`config.mk`:
```
export PLATFORM = sky130hd
export DESIGN_NAME = port_bc_pad_function_mux
export DESIGN_NICKNAME = d
export VERILOG_FILES = /design/src/hdl/pad_mux_pkg.sv /design/src/hdl/port_bc_pad_function_mux.sv /design/src/hdl/level_sync.sv
export SDC_FILE = /design/constraint.sdc
export NUM_CORES = 1
export LEC_CHECK = 0
export ABC_CLOCK_PERIOD_IN_PS = 3400
export BUFFER_PORTS_ARGS = -buffer_cell sky130_fd_sc_hd__buf_2
export CAP_MARGIN = 10
export CORE_MARGIN = 3
export CORE_UTILIZATION = 49
export DETAILED_ROUTE_END_ITERATION = 10
export PLACE_DENSITY = 0.72
export SLEW_MARGIN = 20
export SYNTH_ARGS = -nofsm -noshare
export SYNTH_HDL_FRONTEND = slang
export SYNTH_SLANG_ARGS = --single-unit
```
`constraint.sdc`:
```
create_clock -name core_clk_in -period 3.4 [get_ports core_clk_in]
set_input_delay 0.34 -clock core_clk_in [delete_from_list [all_inputs] [get_ports core_clk_in]]
set_output_delay 0.34 -clock core_clk_in [all_outputs]
set_load 0.005 [all_outputs]
```
`src/hdl/pad_mux_pkg.sv`:
```
package pad_mux_pkg;

  // register indices; byte address is four times the index
  localparam int          REG_IDX_W             = 12;
  localparam int          ADDR_W                = 14;
  localparam int          DATA_W                = 32;
  localparam int          FIELD_W               = 8;
  localparam int          PIN_COUNT             = 16;
  localparam int          PORT_PINS             = 8;
  localparam int          SEL_W                 = 2;
  localparam int          FN_W                  = 5;

  localparam logic [11:0] IDX_PB_INPUT_LEVEL    = 12'h588;
  localparam logic [11:0] IDX_PB_INPUT_GATE     = 12'h589;
  localparam logic [11:0] IDX_PB_OUTPUT_DISABLE = 12'h58a;
  localparam logic [11:0] IDX_PB_OUTPUT_VALUE   = 12'h58b;
  localparam logic [11:0] IDX_PB_POLARITY       = 12'h58c;
  localparam logic [11:0] IDX_PB_DRIVE_LEVEL    = 12'h58d;
  localparam logic [11:0] IDX_PB_GPIO_SELECT    = 12'h58e;
  localparam logic [11:0] IDX_PC_INPUT_LEVEL    = 12'h590;
  localparam logic [11:0] IDX_PC_INPUT_GATE     = 12'h591;
  localparam logic [11:0] IDX_PC_OUTPUT_DISABLE = 12'h592;
  localparam logic [11:0] IDX_PC_OUTPUT_VALUE   = 12'h593;
  localparam logic [11:0] IDX_PC_POLARITY       = 12'h594;
  localparam logic [11:0] IDX_PC_DRIVE_LEVEL    = 12'h595;
  localparam logic [11:0] IDX_PC_GPIO_SELECT    = 12'h596;
  localparam logic [11:0] IDX_PB_LOW_FUNC       = 12'h5aa;
  localparam logic [11:0] IDX_PB_HIGH_FUNC      = 12'h5ab;
  localparam logic [11:0] IDX_PC_LOW_FUNC       = 12'h5ac;
  localparam logic [11:0] IDX_PC_HIGH_FUNC      = 12'h5ad;

  // reset values
  localparam logic [7:0]  RST_PB_INPUT_GATE     = 8'h00;
  localparam logic [7:0]  RST_PC_INPUT_GATE     = 8'hb4;
  localparam logic [7:0]  RST_OUTPUT_DISABLE    = 8'hff;
  localparam logic [7:0]  RST_OUTPUT_VALUE      = 8'h00;
  localparam logic [7:0]  RST_POLARITY          = 8'h00;
  localparam logic [7:0]  RST_DRIVE_LEVEL       = 8'hff;
  localparam logic [7:0]  RST_PB_GPIO_SELECT    = 8'hff;
  localparam logic [7:0]  RST_PC_GPIO_SELECT    = 8'h42;
  localparam logic [7:0]  RST_FUNC_SELECT       = 8'h00;

  // port c pin 0 does not exist
  localparam logic [15:0] PIN_PRESENT           = 16'hfeff;
  localparam int          PIN_C_SLAVE_DATA      = 12;
  localparam int          PIN_C_SLAVE_CLK       = 13;

  // peripheral function codes
  localparam logic [4:0]  FN_PWM_CH0_OUT          = 5'h00;
  localparam logic [4:0]  FN_PWM_CH1_OUT          = 5'h01;
  localparam logic [4:0]  FN_PWM_CH2_OUT          = 5'h02;
  localparam logic [4:0]  FN_PWM_CH3_OUT          = 5'h03;
  localparam logic [4:0]  FN_PWM_CH4_OUT          = 5'h04;
  localparam logic [4:0]  FN_PWM_CH0_INV_OUT      = 5'h05;
  localparam logic [4:0]  FN_PWM_CH1_INV_OUT      = 5'h06;
  localparam logic [4:0]  FN_PWM_CH2_INV_OUT      = 5'h07;
  localparam logic [4:0]  FN_PWM_CH5_INV_OUT      = 5'h08;
  localparam logic [4:0]  FN_SPI_MASTER_DATA_OUT  = 5'h09;
  localparam logic [4:0]  FN_SPI_MASTER_DATA_IN   = 5'h0a;
  localparam logic [4:0]  FN_SPI_MASTER_SERIAL_CLK = 5'h0b;
  localparam logic [4:0]  FN_SPI_MASTER_CHIP_SEL  = 5'h0c;
  localparam logic [4:0]  FN_SPI_SLAVE_CHIP_SEL   = 5'h0d;
  localparam logic [4:0]  FN_SPI_SLAVE_DATA_OUT   = 5'h0e;
  localparam logic [4:0]  FN_SPI_SLAVE_DATA_IN    = 5'h0f;
  localparam logic [4:0]  FN_SPI_SLAVE_SERIAL_CLK = 5'h10;
  localparam logic [4:0]  FN_TWI_MASTER_CLK       = 5'h11;
  localparam logic [4:0]  FN_TWI_MASTER_DATA      = 5'h12;
  localparam logic [4:0]  FN_TWI_SLAVE_DATA       = 5'h13;
  localparam logic [4:0]  FN_TWI_SLAVE_CLK        = 5'h14;
  localparam logic [4:0]  FN_UART_TX              = 5'h15;
  localparam logic [4:0]  FN_UART_RX              = 5'h16;
  localparam logic [4:0]  FN_UART_CTS             = 5'h17;
  localparam logic [4:0]  FN_UART_RTS             = 5'h18;
  localparam logic [4:0]  FN_RADIO_TX_AMP_CYCLE_CTL = 5'h19;
  localparam logic [4:0]  FN_DEBUG_WIRE           = 5'h1a;
  localparam logic [4:0]  FN_NONE                 = 5'h1b;
  localparam int          FN_COUNT                = 27;

  // function per pin and selector value; pins 0..7 port b, 8..15 port c
  localparam logic [4:0] FUNC_MAP [PIN_COUNT][4] = '{
    '{FN_PWM_CH3_OUT, FN_SPI_MASTER_CHIP_SEL, FN_NONE, FN_NONE},
    '{FN_PWM_CH1_OUT, FN_SPI_MASTER_DATA_OUT, FN_RADIO_TX_AMP_CYCLE_CTL, FN_NONE},
    '{FN_PWM_CH2_OUT, FN_SPI_MASTER_DATA_IN, FN_UART_CTS, FN_TWI_MASTER_CLK},
    '{FN_PWM_CH0_OUT, FN_SPI_MASTER_SERIAL_CLK, FN_UART_RTS, FN_TWI_MASTER_DATA},
    '{FN_PWM_CH1_INV_OUT, FN_NONE, FN_UART_TX, FN_NONE},
    '{FN_PWM_CH4_OUT, FN_NONE, FN_UART_RX, FN_NONE},
    '{FN_PWM_CH0_INV_OUT, FN_TWI_MASTER_CLK, FN_UART_RTS, FN_NONE},
    '{FN_PWM_CH1_OUT, FN_TWI_MASTER_DATA, FN_UART_CTS, FN_NONE},
    '{FN_NONE, FN_NONE, FN_NONE, FN_NONE},
    '{FN_PWM_CH2_INV_OUT, FN_NONE, FN_NONE, FN_NONE},
    '{FN_SPI_SLAVE_CHIP_SEL, FN_PWM_CH0_INV_OUT, FN_SPI_MASTER_CHIP_SEL, FN_UART_CTS},
    '{FN_SPI_SLAVE_DATA_OUT, FN_PWM_CH5_INV_OUT, FN_SPI_MASTER_DATA_OUT, FN_UART_RTS},
    '{FN_SPI_SLAVE_DATA_IN, FN_TWI_MASTER_DATA, FN_SPI_MASTER_DATA_IN, FN_UART_TX},
    '{FN_SPI_SLAVE_SERIAL_CLK, FN_TWI_MASTER_CLK, FN_SPI_MASTER_SERIAL_CLK, FN_UART_RX},
    '{FN_PWM_CH4_OUT, FN_NONE, FN_NONE, FN_NONE},
    '{FN_DEBUG_WIRE, FN_PWM_CH3_OUT, FN_NONE, FN_NONE}
  };

endpackage

```
`src/hdl/port_bc_pad_function_mux.sv`:
```
// Implementation choice: the APB slave port.
`timescale 1ns/10ps
// Contract
// - B1 selects pwm_ch1_out, spi mosi, radio pa
// - B2 selects pwm_ch2_out, spi miso, cts, twi clk
// - B3 selects pwm_ch0_out, spi clk, rts, twi data
// - B4 selects inverted pwm_ch1_out or uart tx
// - B5 selects pwm_ch4_out or uart rx
// - B6 selects inverted pwm_ch0_out, twi clk, rts
// - B7 selects pwm_ch1_out, twi data, cts
// - C1 selects inverted pwm_ch2_out only
// - C2 defaults to spi slave select
// - C3 defaults to spi slave data out
// - C4 defaults to spi slave data in
// - C5 defaults to spi slave clock
// - C6 selects pwm_ch4_out only
// - C7 defaults to debug wire, else pwm_ch3_out
// - port b per-pin gpio control bits
// - port c per-pin gpio control bits
// - input gate high passes pad input
// - output disable high releases pad driver on gpio pins only
// - gpio enable overrides function selector
// - drive level resets strong, applies driving
module port_bc_pad_function_mux #(
  parameter int ADDR_W = pad_mux_pkg::ADDR_W
) (
  input  wire logic                              core_clk_in,
  input  wire logic                              resetn_in,
  // apb slave
  input  wire logic                              psel_in,
  input  wire logic                              penable_in,
  input  wire logic                              pwrite_in,
  input  wire logic [ADDR_W-1:0]                 paddr_in,
  input  wire logic [pad_mux_pkg::DATA_W-1:0]    pwdata_in,
  input  wire logic [3:0]                        pstrb_in,
  output logic      [pad_mux_pkg::DATA_W-1:0]    prdata_out,
  output logic                                   pready_out,
  output logic                                   pslverr_out,
  // pads
  input  wire logic [7:0]                        port_b_pins_in,
  output logic      [7:0]                        port_b_pins_out,
  output logic      [7:0]                        port_b_pins_oe_out,
  output logic      [7:0]                        port_b_drive_level_out,
  input  wire logic [7:0]                        port_c_pins_in,
  output logic      [7:0]                        port_c_pins_out,
  output logic      [7:0]                        port_c_pins_oe_out,
  output logic      [7:0]                        port_c_drive_level_out,
  // peripherals
  input  wire logic [pad_mux_pkg::FN_COUNT-1:0]  periph_out_in,
  input  wire logic [pad_mux_pkg::FN_COUNT-1:0]  periph_oe_in,
  output logic      [pad_mux_pkg::FN_COUNT-1:0]  periph_in_out,
  output logic      [pad_mux_pkg::PIN_COUNT-1:0] pin_event_out
);

  localparam int NP = pad_mux_pkg::PIN_COUNT;
  localparam int NF = pad_mux_pkg::FN_COUNT;

  // ---------------- apb decode ----------------
  logic [pad_mux_pkg::REG_IDX_W-1:0] reg_idx;
  logic                              setup_phase;
  logic                              wr_en;
  logic [7:0]                        wdata;

  assign reg_idx     = paddr_in[pad_mux_pkg::REG_IDX_W+1:2];
  assign setup_phase = psel_in & ~penable_in;
  assign wr_en       = psel_in & penable_in & pwrite_in & pstrb_in[0];
  assign wdata       = pwdata_in[7:0];
  assign pready_out  = 1'b1;

  logic hit_pb_in, hit_pb_ie, hit_pb_oen, hit_pb_out, hit_pb_pol, hit_pb_ds, hit_pb_gpio;
  logic hit_pc_in, hit_pc_ie, hit_pc_oen, hit_pc_out, hit_pc_pol, hit_pc_ds, hit_pc_gpio;
  logic hit_pb_lo, hit_pb_hi, hit_pc_lo, hit_pc_hi, hit_any;

  assign hit_pb_in   = reg_idx == pad_mux_pkg::IDX_PB_INPUT_LEVEL;
  assign hit_pb_ie   = reg_idx == pad_mux_pkg::IDX_PB_INPUT_GATE;
  assign hit_pb_oen  = reg_idx == pad_mux_pkg::IDX_PB_OUTPUT_DISABLE;
  assign hit_pb_out  = reg_idx == pad_mux_pkg::IDX_PB_OUTPUT_VALUE;
  assign hit_pb_pol  = reg_idx == pad_mux_pkg::IDX_PB_POLARITY;
  assign hit_pb_ds   = reg_idx == pad_mux_pkg::IDX_PB_DRIVE_LEVEL;
  assign hit_pb_gpio = reg_idx == pad_mux_pkg::IDX_PB_GPIO_SELECT;
  assign hit_pc_in   = reg_idx == pad_mux_pkg::IDX_PC_INPUT_LEVEL;
  assign hit_pc_ie   = reg_idx == pad_mux_pkg::IDX_PC_INPUT_GATE;
  assign hit_pc_oen  = reg_idx == pad_mux_pkg::IDX_PC_OUTPUT_DISABLE;
  assign hit_pc_out  = reg_idx == pad_mux_pkg::IDX_PC_OUTPUT_VALUE;
  assign hit_pc_pol  = reg_idx == pad_mux_pkg::IDX_PC_POLARITY;
  assign hit_pc_ds   = reg_idx == pad_mux_pkg::IDX_PC_DRIVE_LEVEL;
  assign hit_pc_gpio = reg_idx == pad_mux_pkg::IDX_PC_GPIO_SELECT;
  assign hit_pb_lo   = reg_idx == pad_mux_pkg::IDX_PB_LOW_FUNC;
  assign hit_pb_hi   = reg_idx == pad_mux_pkg::IDX_PB_HIGH_FUNC;
  assign hit_pc_lo   = reg_idx == pad_mux_pkg::IDX_PC_LOW_FUNC;
  assign hit_pc_hi   = reg_idx == pad_mux_pkg::IDX_PC_HIGH_FUNC;
  assign hit_any     = hit_pb_in | hit_pb_ie | hit_pb_oen | hit_pb_out | hit_pb_pol
                     | hit_pb_ds | hit_pb_gpio | hit_pc_in | hit_pc_ie | hit_pc_oen
                     | hit_pc_out | hit_pc_pol | hit_pc_ds | hit_pc_gpio
                     | hit_pb_lo | hit_pb_hi | hit_pc_lo | hit_pc_hi;

  // ---------------- control registers ----------------
  logic [7:0] pb_ie_reg, pb_oen_reg, pb_out_reg, pb_pol_reg, pb_ds_reg, pb_gpio_reg;
  logic [7:0] pc_ie_reg, pc_oen_reg, pc_out_reg, pc_pol_reg, pc_ds_reg, pc_gpio_reg;
  logic [7:0] pb_lo_reg, pb_hi_reg, pc_lo_reg, pc_hi_reg;

  always_ff @(posedge core_clk_in or negedge resetn_in) begin
    if (!resetn_in) begin
      pb_ie_reg   <= pad_mux_pkg::RST_PB_INPUT_GATE;
      pb_oen_reg  <= pad_mux_pkg::RST_OUTPUT_DISABLE;
      pb_out_reg  <= pad_mux_pkg::RST_OUTPUT_VALUE;
      pb_pol_reg  <= pad_mux_pkg::RST_POLARITY;
      pb_ds_reg   <= pad_mux_pkg::RST_DRIVE_LEVEL;
      pb_gpio_reg <= pad_mux_pkg::RST_PB_GPIO_SELECT;
    end else if (wr_en) begin
      if (hit_pb_ie)   pb_ie_reg   <= wdata;
      if (hit_pb_oen)  pb_oen_reg  <= wdata;
      if (hit_pb_out)  pb_out_reg  <= wdata;
      if (hit_pb_pol)  pb_pol_reg  <= wdata;
      if (hit_pb_ds)   pb_ds_reg   <= wdata;
      if (hit_pb_gpio) pb_gpio_reg <= wdata;
    end
  end

  always_ff @(posedge core_clk_in or negedge resetn_in) begin
    if (!resetn_in) begin
      pc_ie_reg   <= pad_mux_pkg::RST_PC_INPUT_GATE;
      pc_oen_reg  <= pad_mux_pkg::RST_OUTPUT_DISABLE;
      pc_out_reg  <= pad_mux_pkg::RST_OUTPUT_VALUE;
      pc_pol_reg  <= pad_mux_pkg::RST_POLARITY;
      pc_ds_reg   <= pad_mux_pkg::RST_DRIVE_LEVEL;
      pc_gpio_reg <= pad_mux_pkg::RST_PC_GPIO_SELECT;
    end else if (wr_en) begin
      if (hit_pc_ie)   pc_ie_reg   <= wdata;
      if (hit_pc_oen)  pc_oen_reg  <= wdata;
      if (hit_pc_out)  pc_out_reg  <= wdata;
      if (hit_pc_pol)  pc_pol_reg  <= wdata;
      if (hit_pc_ds)   pc_ds_reg   <= wdata;
      if (hit_pc_gpio) pc_gpio_reg <= wdata;
    end
  end

  always_ff @(posedge core_clk_in or negedge resetn_in) begin
    if (!resetn_in) begin
      pb_lo_reg <= pad_mux_pkg::RST_FUNC_SELECT;
      pb_hi_reg <= pad_mux_pkg::RST_FUNC_SELECT;
      pc_lo_reg <= pad_mux_pkg::RST_FUNC_SELECT;
      pc_hi_reg <= pad_mux_pkg::RST_FUNC_SELECT;
    end else if (wr_en) begin
      if (hit_pb_lo) pb_lo_reg <= wdata;
      if (hit_pb_hi) pb_hi_reg <= wdata;
      if (hit_pc_lo) pc_lo_reg <= wdata;
      if (hit_pc_hi) pc_hi_reg <= wdata;
    end
  end

  // ---------------- pad input sync ----------------
  logic [NP-1:0] pad_sync;
  logic [NP-1:0] ie_all, oen_all, out_all, pol_all, ds_all, gpio_all;
  logic [NP-1:0] gated_in;

  level_sync #(
    .WIDTH (NP)
  ) u_pad_sync (
    .core_clk_in (core_clk_in),
    .resetn_in   (resetn_in),
    .level_in    ({port_c_pins_in, port_b_pins_in}),
    .level_out   (pad_sync)
  );

  assign ie_all   = {pc_ie_reg, pb_ie_reg};
  assign oen_all  = {pc_oen_reg, pb_oen_reg};
  assign out_all  = {pc_out_reg, pb_out_reg};
  assign pol_all  = {pc_pol_reg, pb_pol_reg};
  assign ds_all   = {pc_ds_reg, pb_ds_reg};
  assign gpio_all = {pc_gpio_reg, pb_gpio_reg};
  assign gated_in = pad_sync & ie_all & pad_mux_pkg::PIN_PRESENT;

  // ---------------- read mux, sampled in setup ----------------
  logic [7:0] rd_byte;

  assign rd_byte = hit_pb_in   ? gated_in[7:0]  :
                   hit_pc_in   ? gated_in[15:8] :
                   hit_pb_ie   ? pb_ie_reg   :
                   hit_pb_oen  ? pb_oen_reg  :
                   hit_pb_out  ? pb_out_reg  :
                   hit_pb_pol  ? pb_pol_reg  :
                   hit_pb_ds   ? pb_ds_reg   :
                   hit_pb_gpio ? pb_gpio_reg :
                   hit_pc_ie   ? pc_ie_reg   :
                   hit_pc_oen  ? pc_oen_reg  :
                   hit_pc_out  ? pc_out_reg  :
                   hit_pc_pol  ? pc_pol_reg  :
                   hit_pc_ds   ? pc_ds_reg   :
                   hit_pc_gpio ? pc_gpio_reg :
                   hit_pb_lo   ? pb_lo_reg   :
                   hit_pb_hi   ? pb_hi_reg   :
                   hit_pc_lo   ? pc_lo_reg   :
                   hit_pc_hi   ? pc_hi_reg   : 8'h00;

  logic [pad_mux_pkg::DATA_W-1:0] prdata_reg;
  logic                           pslverr_reg;

  always_ff @(posedge core_clk_in or negedge resetn_in) begin
    if (!resetn_in) begin
      prdata_reg  <= '0;
      pslverr_reg <= 1'b0;
    end else if (setup_phase) begin
      prdata_reg  <= {24'h000000, rd_byte};
      pslverr_reg <= ~hit_any;
    end
  end

  assign prdata_out  = prdata_reg;
  assign pslverr_out = pslverr_reg & psel_in & penable_in;

  // ---------------- per-pin function mux ----------------
  logic [NP*pad_mux_pkg::SEL_W-1:0] fsel_all;
  logic [NF:0]           fn_out_ext;
  logic [NF:0]           fn_oe_ext;
  logic [NP-1:0]         pad_out_next, pad_oe_next, pad_ds_next;
  logic [NP*pad_mux_pkg::FN_W-1:0] pin_fn, pin_alt;
  logic [NP-1:0]         pin_func_mode;

  assign fsel_all   = {{pc_hi_reg, pc_lo_reg}, {pb_hi_reg, pb_lo_reg}};
  assign fn_out_ext = {1'b0, periph_out_in};
  assign fn_oe_ext  = {1'b0, periph_oe_in};

  genvar p;
  generate
    for (p = 0; p < NP; p++) begin : g_pin
      logic [pad_mux_pkg::SEL_W-1:0] sel;
      logic [pad_mux_pkg::FN_W-1:0]  fn;
      logic [pad_mux_pkg::FN_W-1:0]  alt;
      logic                          fn_valid;
      logic                          func_out;
      logic                          func_oe;

      // selector sits at bits 2n+1:2n of the low/high byte
      assign sel = fsel_all[(p/4)*8 + (p%4)*2 +: pad_mux_pkg::SEL_W];
      assign fn  = pad_mux_pkg::FUNC_MAP[p][sel];
      // slave data/clock pins share code 0 with the twi slave
      assign alt = ((p == pad_mux_pkg::PIN_C_SLAVE_DATA) && (sel == 2'h0))
                   ? pad_mux_pkg::FN_TWI_SLAVE_DATA
                   : ((p == pad_mux_pkg::PIN_C_SLAVE_CLK) && (sel == 2'h0))
                   ? pad_mux_pkg::FN_TWI_SLAVE_CLK
                   : pad_mux_pkg::FN_NONE;
      assign fn_valid = fn != pad_mux_pkg::FN_NONE;
      assign func_out = fn_out_ext[fn] | fn_out_ext[alt];
      assign func_oe  = fn_valid & (fn_oe_ext[fn] | fn_oe_ext[alt]);

      assign pin_func_mode[p] = ~gpio_all[p] & pad_mux_pkg::PIN_PRESENT[p];
      assign pin_fn[p*pad_mux_pkg::FN_W +: pad_mux_pkg::FN_W]  = fn;
      assign pin_alt[p*pad_mux_pkg::FN_W +: pad_mux_pkg::FN_W] = alt;

      // gpio wins over the selector
      assign pad_out_next[p] = gpio_all[p] ? out_all[p]
                             : (fn_valid & func_out);
      assign pad_oe_next[p]  = pad_mux_pkg::PIN_PRESENT[p]
                             & (gpio_all[p] ? ~oen_all[p] : func_oe);
      assign pad_ds_next[p]  = ds_all[p] & pad_oe_next[p];
    end
  endgenerate

  // pad levels back to the selected peripheral inputs
  logic [NF-1:0] periph_in_next;

  always_comb begin
    periph_in_next = '0;
    for (int i = 0; i < NP; i++) begin
      for (int f = 0; f < NF; f++) begin
        if (pin_func_mode[i]
            && ((pin_fn[i*pad_mux_pkg::FN_W +: pad_mux_pkg::FN_W] == f[4:0])
             || (pin_alt[i*pad_mux_pkg::FN_W +: pad_mux_pkg::FN_W] == f[4:0]))) begin
          periph_in_next[f] = periph_in_next[f] | gated_in[i];
        end
      end
    end
  end

  // ---------------- registered outputs ----------------
  logic [NP-1:0] pad_out_reg, pad_oe_reg, pad_ds_reg, event_reg;
  logic [NF-1:0] periph_in_reg;

  always_ff @(posedge core_clk_in or negedge resetn_in) begin
    if (!resetn_in) begin
      pad_out_reg   <= '0;
      pad_oe_reg    <= '0;
      pad_ds_reg    <= '0;
      event_reg     <= '0;
      periph_in_reg <= '0;
    end else begin
      pad_out_reg   <= pad_out_next;
      pad_oe_reg    <= pad_oe_next;
      pad_ds_reg    <= pad_ds_next;
      event_reg     <= gated_in ^ (pol_all & pad_mux_pkg::PIN_PRESENT);
      periph_in_reg <= periph_in_next;
    end
  end

  assign port_b_pins_out        = pad_out_reg[7:0];
  assign port_c_pins_out        = pad_out_reg[15:8];
  assign port_b_pins_oe_out     = pad_oe_reg[7:0];
  assign port_c_pins_oe_out     = pad_oe_reg[15:8];
  assign port_b_drive_level_out = pad_ds_reg[7:0];
  assign port_c_drive_level_out = pad_ds_reg[15:8];
  assign periph_in_out          = periph_in_reg;
  assign pin_event_out          = event_reg;

endmodule

```
`src/hdl/level_sync.sv`:
```
`timescale 1ns/10ps
// two-stage synchroniser for pad levels
module level_sync #(
  parameter int WIDTH = 8
) (
  input  wire logic             core_clk_in,
  input  wire logic             resetn_in,
  input  wire logic [WIDTH-1:0] level_in,
  output logic      [WIDTH-1:0] level_out
);

  logic [WIDTH-1:0] stage1_reg;
  logic [WIDTH-1:0] stage2_reg;

  always_ff @(posedge core_clk_in or negedge resetn_in) begin
    if (!resetn_in) begin
      stage1_reg <= '0;
      stage2_reg <= '0;
    end else begin
      stage1_reg <= level_in;
      stage2_reg <= stage1_reg;
    end
  end

  assign level_out = stage2_reg;

endmodule

```
## Word-level counts from Yosys, hierarchy flattened

Cells that the tools add are included.

| word-level totals | value |
|---|---|
| output and inout port bits | 125 |
| register bits after elaboration | 258 |
| input bits | 125 |
| logic and storage cells | 2,104 |

| cells by class | value |
|---|---|
| mux-type cells | 574 |
| reductions and logical operators | 494 |
| equality and inequality tests | 476 |
| magnitude comparators | 34 |
| bitwise logic cells | 501 |

Operators with widths:

| cell | number |
|---|---|
| 5-bit == test, second input constant | 187 |
| 5-bit by 4-bit == test with 1-bit output, second input constant | 136 |
| 1-bit 2-to-1 mux | 471 |
| 1-bit logical AND | 405 |
| 1-bit bitwise OR | 399 |
| 5-bit by 3-bit == test with 1-bit output, second input constant | 68 |
| 12-bit by 11-bit == test with 1-bit output, second input constant | 18 |
| 1-bit binary-select mux with 5-bit select | 35 |
| 5-bit by 2-bit == test with 1-bit output, second input constant | 34 |
| 5-bit binary-select mux with 2-bit select | 16 |
| 5-bit 2-to-1 mux | 32 |
| 8-bit 2-to-1 mux | 18 |
| 5-bit by 6-bit less-than comparator with 1-bit output, second input constant | 18 |
| 5-bit by 1-bit == test with 1-bit output, second input constant | 17 |
| 5-bit logical NOT | 17 |
| 5-bit != test, second input constant | 16 |
| 1-bit logical OR | 54 |
| 1-bit AND | 52 |
| 3-bit >= comparator, second input constant | 16 |
| 2-bit NOT with 3-bit output | 16 |
| 1-bit NOT | 32 |
| 2-bit AND reduction | 16 |
| 16-bit AND | 1 |
| 16-bit XOR | 1 |
| 2 further kinds | 4 |

## Logic depth before layout (Yosys ltp)

Gate-level depths: netlist of the first run.

| depth | value |
|---|---|
| depth after elaboration | 35 |
| depth in mapped cells | 10 |
| depth with buffers taken out | 9 |

## By module

Synthesis of the first run repeated with hierarchy kept, for this count alone.

| unflattened totals | value |
|---|---|
| cells, all modules | 1,258 |
| area, all modules | 14,020.9 µm² |

Modules (own cells, without submodules):

| module | cells an instance | area each (µm²) | instances | seq. area each (µm²) |
|---|---|---|---|---|
| port_bc_pad_function_mux | 1,226 | 13,220.2 | 1 | 5,688.0 |
| level_sync | 32 | 800.8 | 1 | 800.8 |

## Worst setup path after synthesis of the first run

Ideal clock, no wire load.

| path | value |
|---|---|
| path kind | register to register |
| from | register pc_hi_reg[3] |
| to | register pad_ds_reg[13] |
| arrival | 2,705 ps |
| setup time | 119 ps |
| required time | 3,281 ps |
| setup slack | 576 ps |
| period minus slack after synthesis | 2,824 ps |
| buffers on the path | 2 |
| cell stages (with the launch flop) | 10 |
| cells stage by stage | dfrtp_1 clkbuf_1 inv_1 ha_1 buf_2 mux4_2 mux4_2 a21oi_1 o31ai_1 and2_1 |

| between the ends | value |
|---|---|
| word-level cells in the longest chain between the ends | 10 |
| elaborated cells between the ends (all ways) | 15 |
| classes of those cells | eq/ne (1); mux (9); bitwise (4); reduce/logical (1) |

Ends and longest elaborated chain:

| item | line | RTL |
|---|---|---|
| start: declaration | port_bc_pad_function_mux.sv:100 | `logic [7:0] pb_lo_reg, pb_hi_reg, pc_lo_reg, pc_hi_reg;` |
| start signal: assignment | port_bc_pad_function_mux.sv:143 | `pc_hi_reg <= pad_mux_pkg::RST_FUNC_SELECT;` |
| start signal: assignment | port_bc_pad_function_mux.sv:148 | `if (hit_pc_hi) pc_hi_reg <= wdata;` |
| 2-bit NOT with 3-bit output (not written as such) | port_bc_pad_function_mux.sv:236 | `assign fn = pad_mux_pkg::FUNC_MAP[p][sel];` |
| 5-bit binary-select mux with 2-bit select | port_bc_pad_function_mux.sv:236 |  |
| 5-bit 2-to-1 mux (not written as such) (2 in series) | port_bc_pad_function_mux.sv:236 |  |
| 1-bit binary-select mux with 5-bit select | port_bc_pad_function_mux.sv:245 | `assign func_oe = fn_valid & (fn_oe_ext[fn] \| fn_oe_ext[alt]);` |
| 1-bit 2-to-1 mux (not written as such) | port_bc_pad_function_mux.sv:245 |  |
| 1-bit bitwise OR | port_bc_pad_function_mux.sv:245 |  |
| 1-bit AND (*) | port_bc_pad_function_mux.sv:245 |  |
| 1-bit 2-to-1 mux (*) | port_bc_pad_function_mux.sv:255 | `& (gpio_all[p] ? ~oen_all[p] : func_oe);` |
| via pad_oe_next[13] | port_bc_pad_function_mux.sv:216 | `logic [NP-1:0] pad_out_next, pad_oe_next, pad_ds_next;` |
| 1-bit AND (*) | port_bc_pad_function_mux.sv:256 | `assign pad_ds_next[p] = ds_all[p] & pad_oe_next[p];` |
| via pad_ds_next[13] | port_bc_pad_function_mux.sv:216 |  |
| end signal: assignment | port_bc_pad_function_mux.sv:290 | `pad_ds_reg <= pad_ds_next;` |
| end: declaration | port_bc_pad_function_mux.sv:277 | `logic [NP-1:0] pad_out_reg, pad_oe_reg, pad_ds_reg, event_reg;` |

Mark *: on every way through the listed nets, which the timed path passes. The rest lies on a longest branch. The select of a mux whose other input is x is not followed.
A chain may end at the register's enable or synchronous reset.

## Worst setup path after layout of the first run

| path | value |
|---|---|
| from | register pc_hi_reg[2] |
| to | register pad_ds_reg[13] |

Same word-level chain as after synthesis.

==> flow_summary.toml, run 1 <==
[synthesis]
synth_most_common_cell = "dfrtp_1"
synth_edf_count = 0
yosys_register_bits = 255
synthCells = 1259
synth_top_area_frac = 0.383
netlist_area_um2 = 13600
yosysWarnings = 0
synth-async-reset-ratio = 1.00
synth_top_cell_by_area = "dfrtp_1"
synthTopCellsByArea = "dfrtp_1 (38%), mux2_2 (9.4%), dfstp_2 (8.9%)"
yosysSeqAreaShare = 0.472
synth_common_cells = "dfrtp_1 (209), nand2_1 (117), mux2_2 (114)"
synth_ff_type = "dfrtp_1"
yosysUniqueCellTypes = 75
syn_area_per_cell_um2 = 10.8

[drt]
ant_nets = 0
first_pass_iters = 5
dr.first_iter.drc_count = 1292
drt_wl_total_um = 53100
drcViolationCount = 0
routed-via-count = 11700
via_per_inst = 6.24
wl_per_cell_um = 28.4

[power_and_ir_drop]
p_sw_mw = 1.57
p_int_mw = 4.97
leakage_nw = 7.39
irDropWorstVdd_mv = 0.353
p_comb_frac = 0.072
powerDensity_nw_per_um2 = 405
pwr-share-seq = 0.472
swShare = 0.240
pwr-share-clk = 0.456

[grt]
gr-total-overflow = 0
grt_usage = 0.346
grt_pass1_wl_um = 77500
first_global_vias = 11500
antenna_found_initial = 0
grt_max_degree = 110

[floorplan]
ios = 250
core.rowCount = 60
die_width_um = 173
coreArea_um2 = 27200
die_area_um2 = 29900
die_h_um = 173
start_util = 0.502

[outcome]
status = "complete, no violations"

[critical_path]
cp_max_fo = 7
arrival_ps = 3380
endpoint_kind = "flip-flop"
critPathKind = "reg2reg"
critPathLaunchType = "flip-flop"
worst_ep_required_time_ps = 3840

[cells_and_area]
multiInputGateArea_um2 = 6660
seq_area_um2 = 6440
fin_util = 0.595
fillCellCount = 2315
diodes = 0
largest_reg_flops = 27
drive_above_1_share = 0.335
areaGrowthSynthToFinish_pct = 18.5
final_nets = 1630

[clocking]
cts-root-buf = "clkbuf_16"
cts_tree = "done"
cts.clk_slew.worst_paths_ps = 60
insertion_delay_ps = 560
cts-buffers-inserted = 28
h-tree-depth = 1
numClockSinks = 255
clockBufferDepth = 3
cts_setup_buffers = 0

[timing]
finClkSkew_ps = 18.9
hold_viol_final = 0
fmax_ghz = 0.340
worst_pin_slew_ps = 859
fin_setup_tns_ps = 0
rsz0062_at_grt = "no"
relSlewSlack = 0.427
finalSetupViolations = 0
fin_crit_sh = 0.864
worst_slack_ps = 463
final_period_minus_worst_setup_slack_ps = 2940
holdWs_ps = 173
report.final.slew_viol_count = 0

[place]
place_congestion = 0.986
place_hpwl_um = 40400
place_ws_ps = 515
port_buffers = 191

[min_path]
hold_class = "in2reg"

[flow_run]
drv_cap = 0
## critical path, cell delays in order (launching register included)
cell	delay (ps)
dfrtp_1	450
inv_1	130
ha_1	540
mux4_2	550
mux4_2	490
a21oi_1	320
o31ai_1	140
and2_1	190
## per-layer routing
metal	global-route usage	share of wire	vias up
li1	-	-	4980
met1	0.473	0.40	5797
met2	0.535	0.45	725
met3	0.0621	0.086	155
met4	0.175	0.061	0
met5	0	0	-
## layout make-up
cell class                 count  share of cell area
clock inverter                 9             0.00596
tap                          372              0.0288
sequential                   255               0.398
timing repair buffer         259              0.0969
clock buffer                  43              0.0505
multi-input combinational    895               0.412
inverter                      34             0.00789
## path summary, 6_finish.rpt
check / from / endpoint / slack [ps] / cells after the start
setup / recovery: pc_hi_reg[2] / pad_ds_reg[13] / 460 / 7
hold / removal: periph_out_in[17] / pad_out_reg[6] / 170 / 3
setup reg to reg: pc_hi_reg[2] / pad_ds_reg[13] / 460 / 7
hold reg to reg: u_pad_sync.stage1_reg[3] / u_pad_sync.level_out[3] / 350 / 0
max in group asynchronous: resetn_in / pc_ie_reg[2] / 1950 / 3
min in group asynchronous: resetn_in / pad_out_reg[9] / 440 / 2
## cells by family (layout without fill, tap and decap cells)
family | count (synthesis) | after routing | synth area share
AOI/OAI and AO/OA | 279 | 279 | 0.129
other | 2 | 28 | 0.000550
muxes | 184 | 184 | 0.178
xor gates and xnor gates | 16 | 16 | 0.0103
DFF | 255 | 255 | 0.472
buffers and inverters | 135 | 345 | 0.0475
and+or+nand+nor | 356 | 356 | 0.133
adders and majority gates | 32 | 32 | 0.0293
## repair_timing
| item | 4_1_cts | 5_1_grt |
|---|---|---|
| hold buffers | 16 | 0 |
| resized for setup | 0 | 0 |
| setup endpoints to repair | 0 | 0 |
| endpoints found under the hold margin | 99 | 0 |
## metrics by stage
stage | total power [mW] | area, um2 | instances
6_report | 6.54 | 16200 | 1867
3_5_place_dp | 3.59 | 15100 | 1799
4_1_cts | 6.57 | 16200 | 1867
3_3_place_gp | 3.59 | 15100 | 1799
5_1_grt | 6.73 | 16200 | 1867
2_1_floorplan | 3.33 | 13700 | 1285
## power by group through the flow
stage	clock, mW	combinational, mW	sequential, mW
final	2.98	0.472	3.09
after global routing	3.14	0.499	3.09
after CTS	3.02	0.462	3.09
after detailed placement	0	0.446	3.14
after global placement	0	0.443	3.14
after floorplan	0	0.191	3.14
## placed cells by master, fill, tap and decap left out, types with 13 or more instances in the layout
| cell type | netlist | layout |
|---|---|---|
| dfrtp_1 | 209 | 209 |
| buf_4 | 29 | 48 |
| ha_1 | 32 | 32 |
| nand2_1 | 117 | 117 |
| o31ai_1 | 13 | 13 |
| o22ai_1 | 18 | 18 |
| and2_1 | 23 | 23 |
| dlygate4sd3_1 | 0 | 16 |
| buf_2 | 13 | 190 |
| o21ai_0 | 85 | 85 |
| dfstp_2 | 46 | 46 |
| conb_1 | 2 | 28 |
| a21oi_1 | 67 | 67 |
| mux2i_1 | 34 | 34 |
| clkbuf_16 | 0 | 28 |
| nor2b_1 | 15 | 15 |
| mux4_2 | 36 | 36 |
| nor2_1 | 61 | 61 |
| nand3_1 | 38 | 38 |
| inv_1 | 34 | 34 |
| mux2_2 | 114 | 114 |
| nor3_1 | 32 | 32 |
| xnor2_1 | 16 | 16 |
(Power assumes the default switching activity.)
==> run 2, diff against run 1 <==
--- a/config.mk
+++ b/config.mk
@@ -9,9 +9,8 @@
 export BUFFER_PORTS_ARGS = -buffer_cell sky130_fd_sc_hd__buf_2
 export CAP_MARGIN = 10
 export CORE_MARGIN = 3
-export CORE_UTILIZATION = 49
+export CORE_UTILIZATION = 37
 export DETAILED_ROUTE_END_ITERATION = 10
-export PLACE_DENSITY = 0.72
 export SLEW_MARGIN = 20
 export SYNTH_ARGS = -nofsm -noshare
 export SYNTH_HDL_FRONTEND = slang
==> run 2 against run 1 <==
Largest power group is now clock. Worst setup slack better by 190 ps. Critical path type unchanged. Non-clock buffer count grew 5. Design area rose by 1.2%. Die area grew 31%. Clock-buffer cell count shrank 10. Critical endpoint unchanged.
==> flow_summary.toml, run 2 (synthesis gave the netlist of run 1 again) <==
[outcome]
status = "complete, no violations"

[drt]
top_layer_used = "met4"
wl_met1_um = 22500
drcViolationCount = 0
ant_nets = 0
wl_per_cell_um = 27.6
first_pass_iters = 6
wl_met2_um = 25100
wl_met3_um = 4540
via_per_inst = 5.85
routed-via-count = 11500
drt_wl_total_um = 54100
dr.first_iter.drc_count = 1332

[clocking]
h-tree-depth = 1
ctsHoldBuffers = 16
cts_resized = 0
cts.clk_slew.worst_paths_ps = 60
numClockSinks = 255
cts-buffers-inserted = 28
cts_setup_buffers = 0
cts_tree = "done"
insertion_delay_ps = 590
clockBufferDepth = 3
cts-root-buf = "clkbuf_16"

[timing]
finClkSkew_ps = 61.1
hold_viol_final = 0
rsz0062_at_grt = "no"
report.final.slew_viol_count = 0
fin_crit_sh = 0.808
fin_setup_tns_ps = 0
finalSetupViolations = 0
final_period_minus_worst_setup_slack_ps = 2750
relSlewSlack = 0.540
fmax_ghz = 0.364
worst_pin_slew_ps = 690

[floorplan]
ios = 250
core.rowCount = 69
die_h_um = 198
die_width_um = 198
start_util = 0.379
coreArea_um2 = 36000
die_area_um2 = 39200

[cells_and_area]
fin_area_um2 = 16400
final_nets = 1635
areaGrowthSynthToFinish_pct = 19.9
final_common_cell = "dfrtp_1"
fillCellCount = 3406
largest_reg_flops = 27
drive_above_1_share = 0.342
final_cell_mix = "dfrtp_1 (209), buf_2 (190), nand2_1 (117)"

[power_and_ir_drop]
swShare = 0.243
powerDensity_nw_per_um2 = 407
leakage_nw = 7.44
p_sw_mw = 1.62
p_comb_frac = 0.071
pwr-share-clk = 0.465
power_mw = 6.66
pwr-share-seq = 0.464
p_int_mw = 5.05
irDropWorstVdd_mv = 0.389

[min_path]
hold_class = "in2reg"

[grt]
gr-total-overflow = 0
grt_max_degree = 81
grt_pass1_wl_um = 78700
antenna_found_initial = 1
grt_usage = 0.273
first_global_vias = 11300

[flow_run]
drv_cap = 0

[place]
placed_area_um2 = 15200
place_hpwl_um = 41400
port_buffers = 191
place_congestion = 0.980

[critical_path]
arrival_ps = 3180
critPathLaunchType = "flip-flop"
cpMostUsedCell = "mux4_2"
cpPeakStageDelay_ps = 540
crit_family = "multiplexers"
path_cells = "inv_1 > ha_1 > mux4_2 > mux4_2 > a21oi_1 > o31ai_1 > and2_1"
endpoint_kind = "flip-flop"
cp_slowest_cell = "mux4_2"
cp_max_fo = 5
critPathKind = "reg2reg"
worst_ep_required_time_ps = 3830
crit_buf_inv = 1
[run 2: changes by cell type in the layout (fill, tap and decap cells not counted)]
cell | before | now
buf_4 | 48 | 53
clkinv_2 | 3 | 12
bufinv_16 | 1 | 3
diode_2 | 0 | 1
clkbuf_8 | 6 | 3
clkinv_16 | 0 | 1
inv_8 | 1 | 0
clkbuf_1 | 9 | 2
clkinv_8 | 1 | 0
[run 2: metal layers]
layer | track usage | vias up
met4 | 0.0839 | 0
met3 | 0.0393 | 93
met1 | 0.379 | 5734
met2 | 0.446 | 641
li1 | - | 5003
met5 | 0 | -
[run 2: worst paths after layout]
path | from | endpoint | slack (ps) | cells after the start
min in group asynchronous | resetn_in | pc_out_reg[5] | 360 | 2
worst max register to register | pc_hi_reg[2] | pad_ds_reg[13] | 650 | 7
worst min-delay path | periph_out_in[25] | pad_out_reg[1] | 120 | 3
max in group asynchronous | resetn_in | pc_ds_reg[5] | 2140 | 3
worst max-delay path | pc_hi_reg[2] | pad_ds_reg[13] | 650 | 7
worst min register to register | u_pad_sync.stage1_reg[9] | u_pad_sync.level_out[9] | 340 | 0
[run 2: layout make-up]
cell class,instances,area [um2],share of cell area
inverters,34,128,0.00780
diodes,1,2.50,0.000153
multi-input cells,895,6660,0.407
flip-flops and latches,255,6440,0.393
well taps,461,577,0.0353
clock inverters,19,204,0.0125
clock buffers,33,749,0.0458
repair buffers,264,1600,0.0980
[run 2: worst reg2reg max path: cells and delay by family, from the launching register on]
kind	cells	cell delay (ps)
compound gates	2	510
mux	2	1010
flops	1	380
buf+inv	1	100
simple gates	1	180
fa+ha+maj	1	460
[run 2: per-stage QoR]
stage	instances	hold slack [ps]	setup WS [ps]	utilization
floorplan	1285	44.4	576	-
global placement	1893	332	647	0.424
detailed placement	1893	335	543	0.424
CTS	1961	101	648	0.454
global route	1961	128	496	0.454
finish	1962	118	651	0.455
[run 2: power groups by stage]
stage,registers [mW],clock network [mW],logic (mW)
finish,3.09,3.10,0.474
global placement,3.14,0,0.454
detailed placement,3.14,0,0.455
floorplan,3.14,0,0.191
CTS,3.09,3.15,0.470
global route,3.09,3.29,0.507
==> run 3, diff against run 2 <==
--- a/config.mk
+++ b/config.mk
@@ -5,7 +5,7 @@
 export SDC_FILE = /design/constraint.sdc
 export NUM_CORES = 1
 export LEC_CHECK = 0
-export ABC_CLOCK_PERIOD_IN_PS = 3400
+export ABC_CLOCK_PERIOD_IN_PS = 2600
 export BUFFER_PORTS_ARGS = -buffer_cell sky130_fd_sc_hd__buf_2
 export CAP_MARGIN = 10
 export CORE_MARGIN = 3
==> constraint.sdc (replaced) <==
create_clock -name core_clk_in -period 2.6 [get_ports core_clk_in]
set_input_delay 0.26 -clock core_clk_in [delete_from_list [all_inputs] [get_ports core_clk_in]]
set_output_delay 0.26 -clock core_clk_in [all_outputs]
set_load 0.005 [all_outputs]
==> run 3 against run 2 <==
Worst setup slack worse by 520 ps. Via count up 1.6%. Design area increased by 3.4%. Hold slack got worse by 58 ps. Wire length up 5.3%.
==> flow_summary.toml, run 3 (synthesis gave the netlist of run 1 again) <==
[drt]
first_pass_iters = 6
via_per_inst = 5.74
routed-via-count = 11700
drcViolationCount = 0
wl_per_cell_um = 28.1
drt_wl_total_um = 57000
ant_nets = 0
dr.first_iter.drc_count = 1008

[outcome]
status = "complete, no violations"

[floorplan]
coreArea_um2 = 36000
start_util = 0.379
die_area_um2 = 39200
ios = 250
core.rowCount = 69
die_width_um = 198
die_h_um = 198

[critical_path]
worst_ep_required_time_ps = 3060
critPathKind = "reg2reg"
critPathLaunchType = "flip-flop"
endpoint_kind = "flip-flop"
cp_slowest_cell = "mux4_2"
path_cells = "inv_1 > ha_2 > mux4_2 > mux4_2 > a21oi_1 > buf_4 > o31ai_1 > and2_1"
r2r_slack_ps = 130
cpPeakStageDelay_ps = 520
cp_max_fo = 6
cpMostUsedCell = "mux4_2"
arrival_ps = 2930

[clocking]
cts.clk_slew.worst_paths_ps = 60
clockBufferDepth = 3
cts-root-buf = "clkbuf_16"
h-tree-depth = 1
numClockSinks = 255
insertion_delay_ps = 580
cts_tree = "done"
cts-buffers-inserted = 29

[timing]
relSlewSlack = 0.522
finalSetupViolations = 0
final_period_minus_worst_setup_slack_ps = 2470
fin_crit_sh = 0.951
rsz0062_at_grt = "no"
hold_viol_final = 0
worst_pin_slew_ps = 710
report.final.slew_viol_count = 0
holdWs_ps = 59.8
fmax_ghz = 0.405
finClkSkew_ps = 9.75

[cells_and_area]
drive_above_1_share = 0.369
final_cell_mix = "dfrtp_1 (209), buf_2 (190), buf_4 (118)"
areaGrowthSynthToFinish_pct = 24.0
largest_reg_flops = 27
final_nets = 1703
fin_area_um2 = 16900
final_common_cell = "dfrtp_1"

[grt]
grt_max_degree = 79
grt_pass1_wl_um = 81900
grt_usage = 0.287
first_global_vias = 11800
gr-total-overflow = 0
antenna_found_initial = 1

[place]
place_hpwl_um = 44300
placed_area_um2 = 15800
place_congestion = 0.966
port_buffers = 191

[min_path]
hold_class = "in2reg"

[flow_run]
drv_cap = 0

[power_and_ir_drop]
powerDensity_nw_per_um2 = 522
irDropWorstVdd_mv = 0.487
leakage_nw = 7.79
-- run 3: changes by cell type in the layout (fill, tap and decap cells not counted), moves of 2 or more --
cell / before / now
clkbuf_8: 3 / 7
buf_12: 4 / 6
clkbuf_1: 2 / 6
buf_4: 53 / 118
clkinv_2: 12 / 6
-- run 3: area by class of cell --
type	count	area, um2
well taps	461	577
flip-flops and latches	255	6440
multi-input cells	895	6660
diodes	1	2.50
inverters	34	128
clock buffers	42	845
clock inverters	12	134
repair buffers	331	2130
fillers	3396	19100
-- run 3: worst max-delay path, delay by kind of cell, from the launching register on --
| family | cells | cell delay (ps) |
|---|---|---|
| fa+ha+maj | 1 | 430 |
| flops | 1 | 340 |
| simple gates | 1 | 180 |
| compound gates | 2 | 210 |
| buf+inv | 2 | 210 |
| mux | 2 | 990 |
-- run 3: metal layers --
| metal | wire [um] | part of all wire | global-route usage | vias up |
|---|---|---|---|---|
| met5 | 0 | 0 | 0 | - |
| met4 | 2840 | 0.050 | 0.124 | 0 |
| met3 | 3880 | 0.068 | 0.0473 | 142 |
| met2 | 26300 | 0.46 | 0.461 | 561 |
| met1 | 24000 | 0.42 | 0.386 | 5834 |
| li1 | - | - | - | 5120 |
-- run 3: worst paths after layout --
check / cells past startpoint / to / from
worst max-delay path: 8 / pad_ds_reg[13] / pc_hi_reg[3]
worst min-delay path: 3 / pad_out_reg[9] / periph_out_in[7]
worst max register to register: 8 / pad_ds_reg[13] / pc_hi_reg[3]
worst min register to register: 0 / u_pad_sync.level_out[10] / u_pad_sync.stage1_reg[10]
max in group asynchronous: 3 / pb_gpio_reg[4] / resetn_in
min in group asynchronous: 2 / pad_ds_reg[11] / resetn_in
-- run 3: what timing repair did --
| item | 4_1_cts | 5_1_grt |
|---|---|---|
| hold endpoints to repair | 165 | 0 |
| setup endpoints to repair | 0 | 2 |
| hold buffers | 16 | 0 |
| buffers inserted | 0 | 0 |
| resized for setup | 0 | 1 |
-- run 3: power breakdown --
group          switching [mW]  internal, mW  total [mW]
clock network            1.68          2.46        4.14
registers              0.0212          4.02        4.04
logic                   0.424         0.229       0.653
-- run 3: metrics by stage --
stage | total power, mW | TNS [ps] | setup WS (ps) | instances | util
final | 8.83 | 0 | 128 | 2031 | 0.470
after global routing | 9.13 | 0 | 34.7 | 2030 | 0.470
after CTS | 8.92 | 0 | 64.7 | 2030 | 0.470
after detailed placement | 4.74 | 0 | 78.1 | 1960 | 0.438
after global placement | 4.74 | -5.71 | -5.71 | 1960 | 0.438
after floorplan | 4.36 | -6.53 | -6.53 | 1285 | -
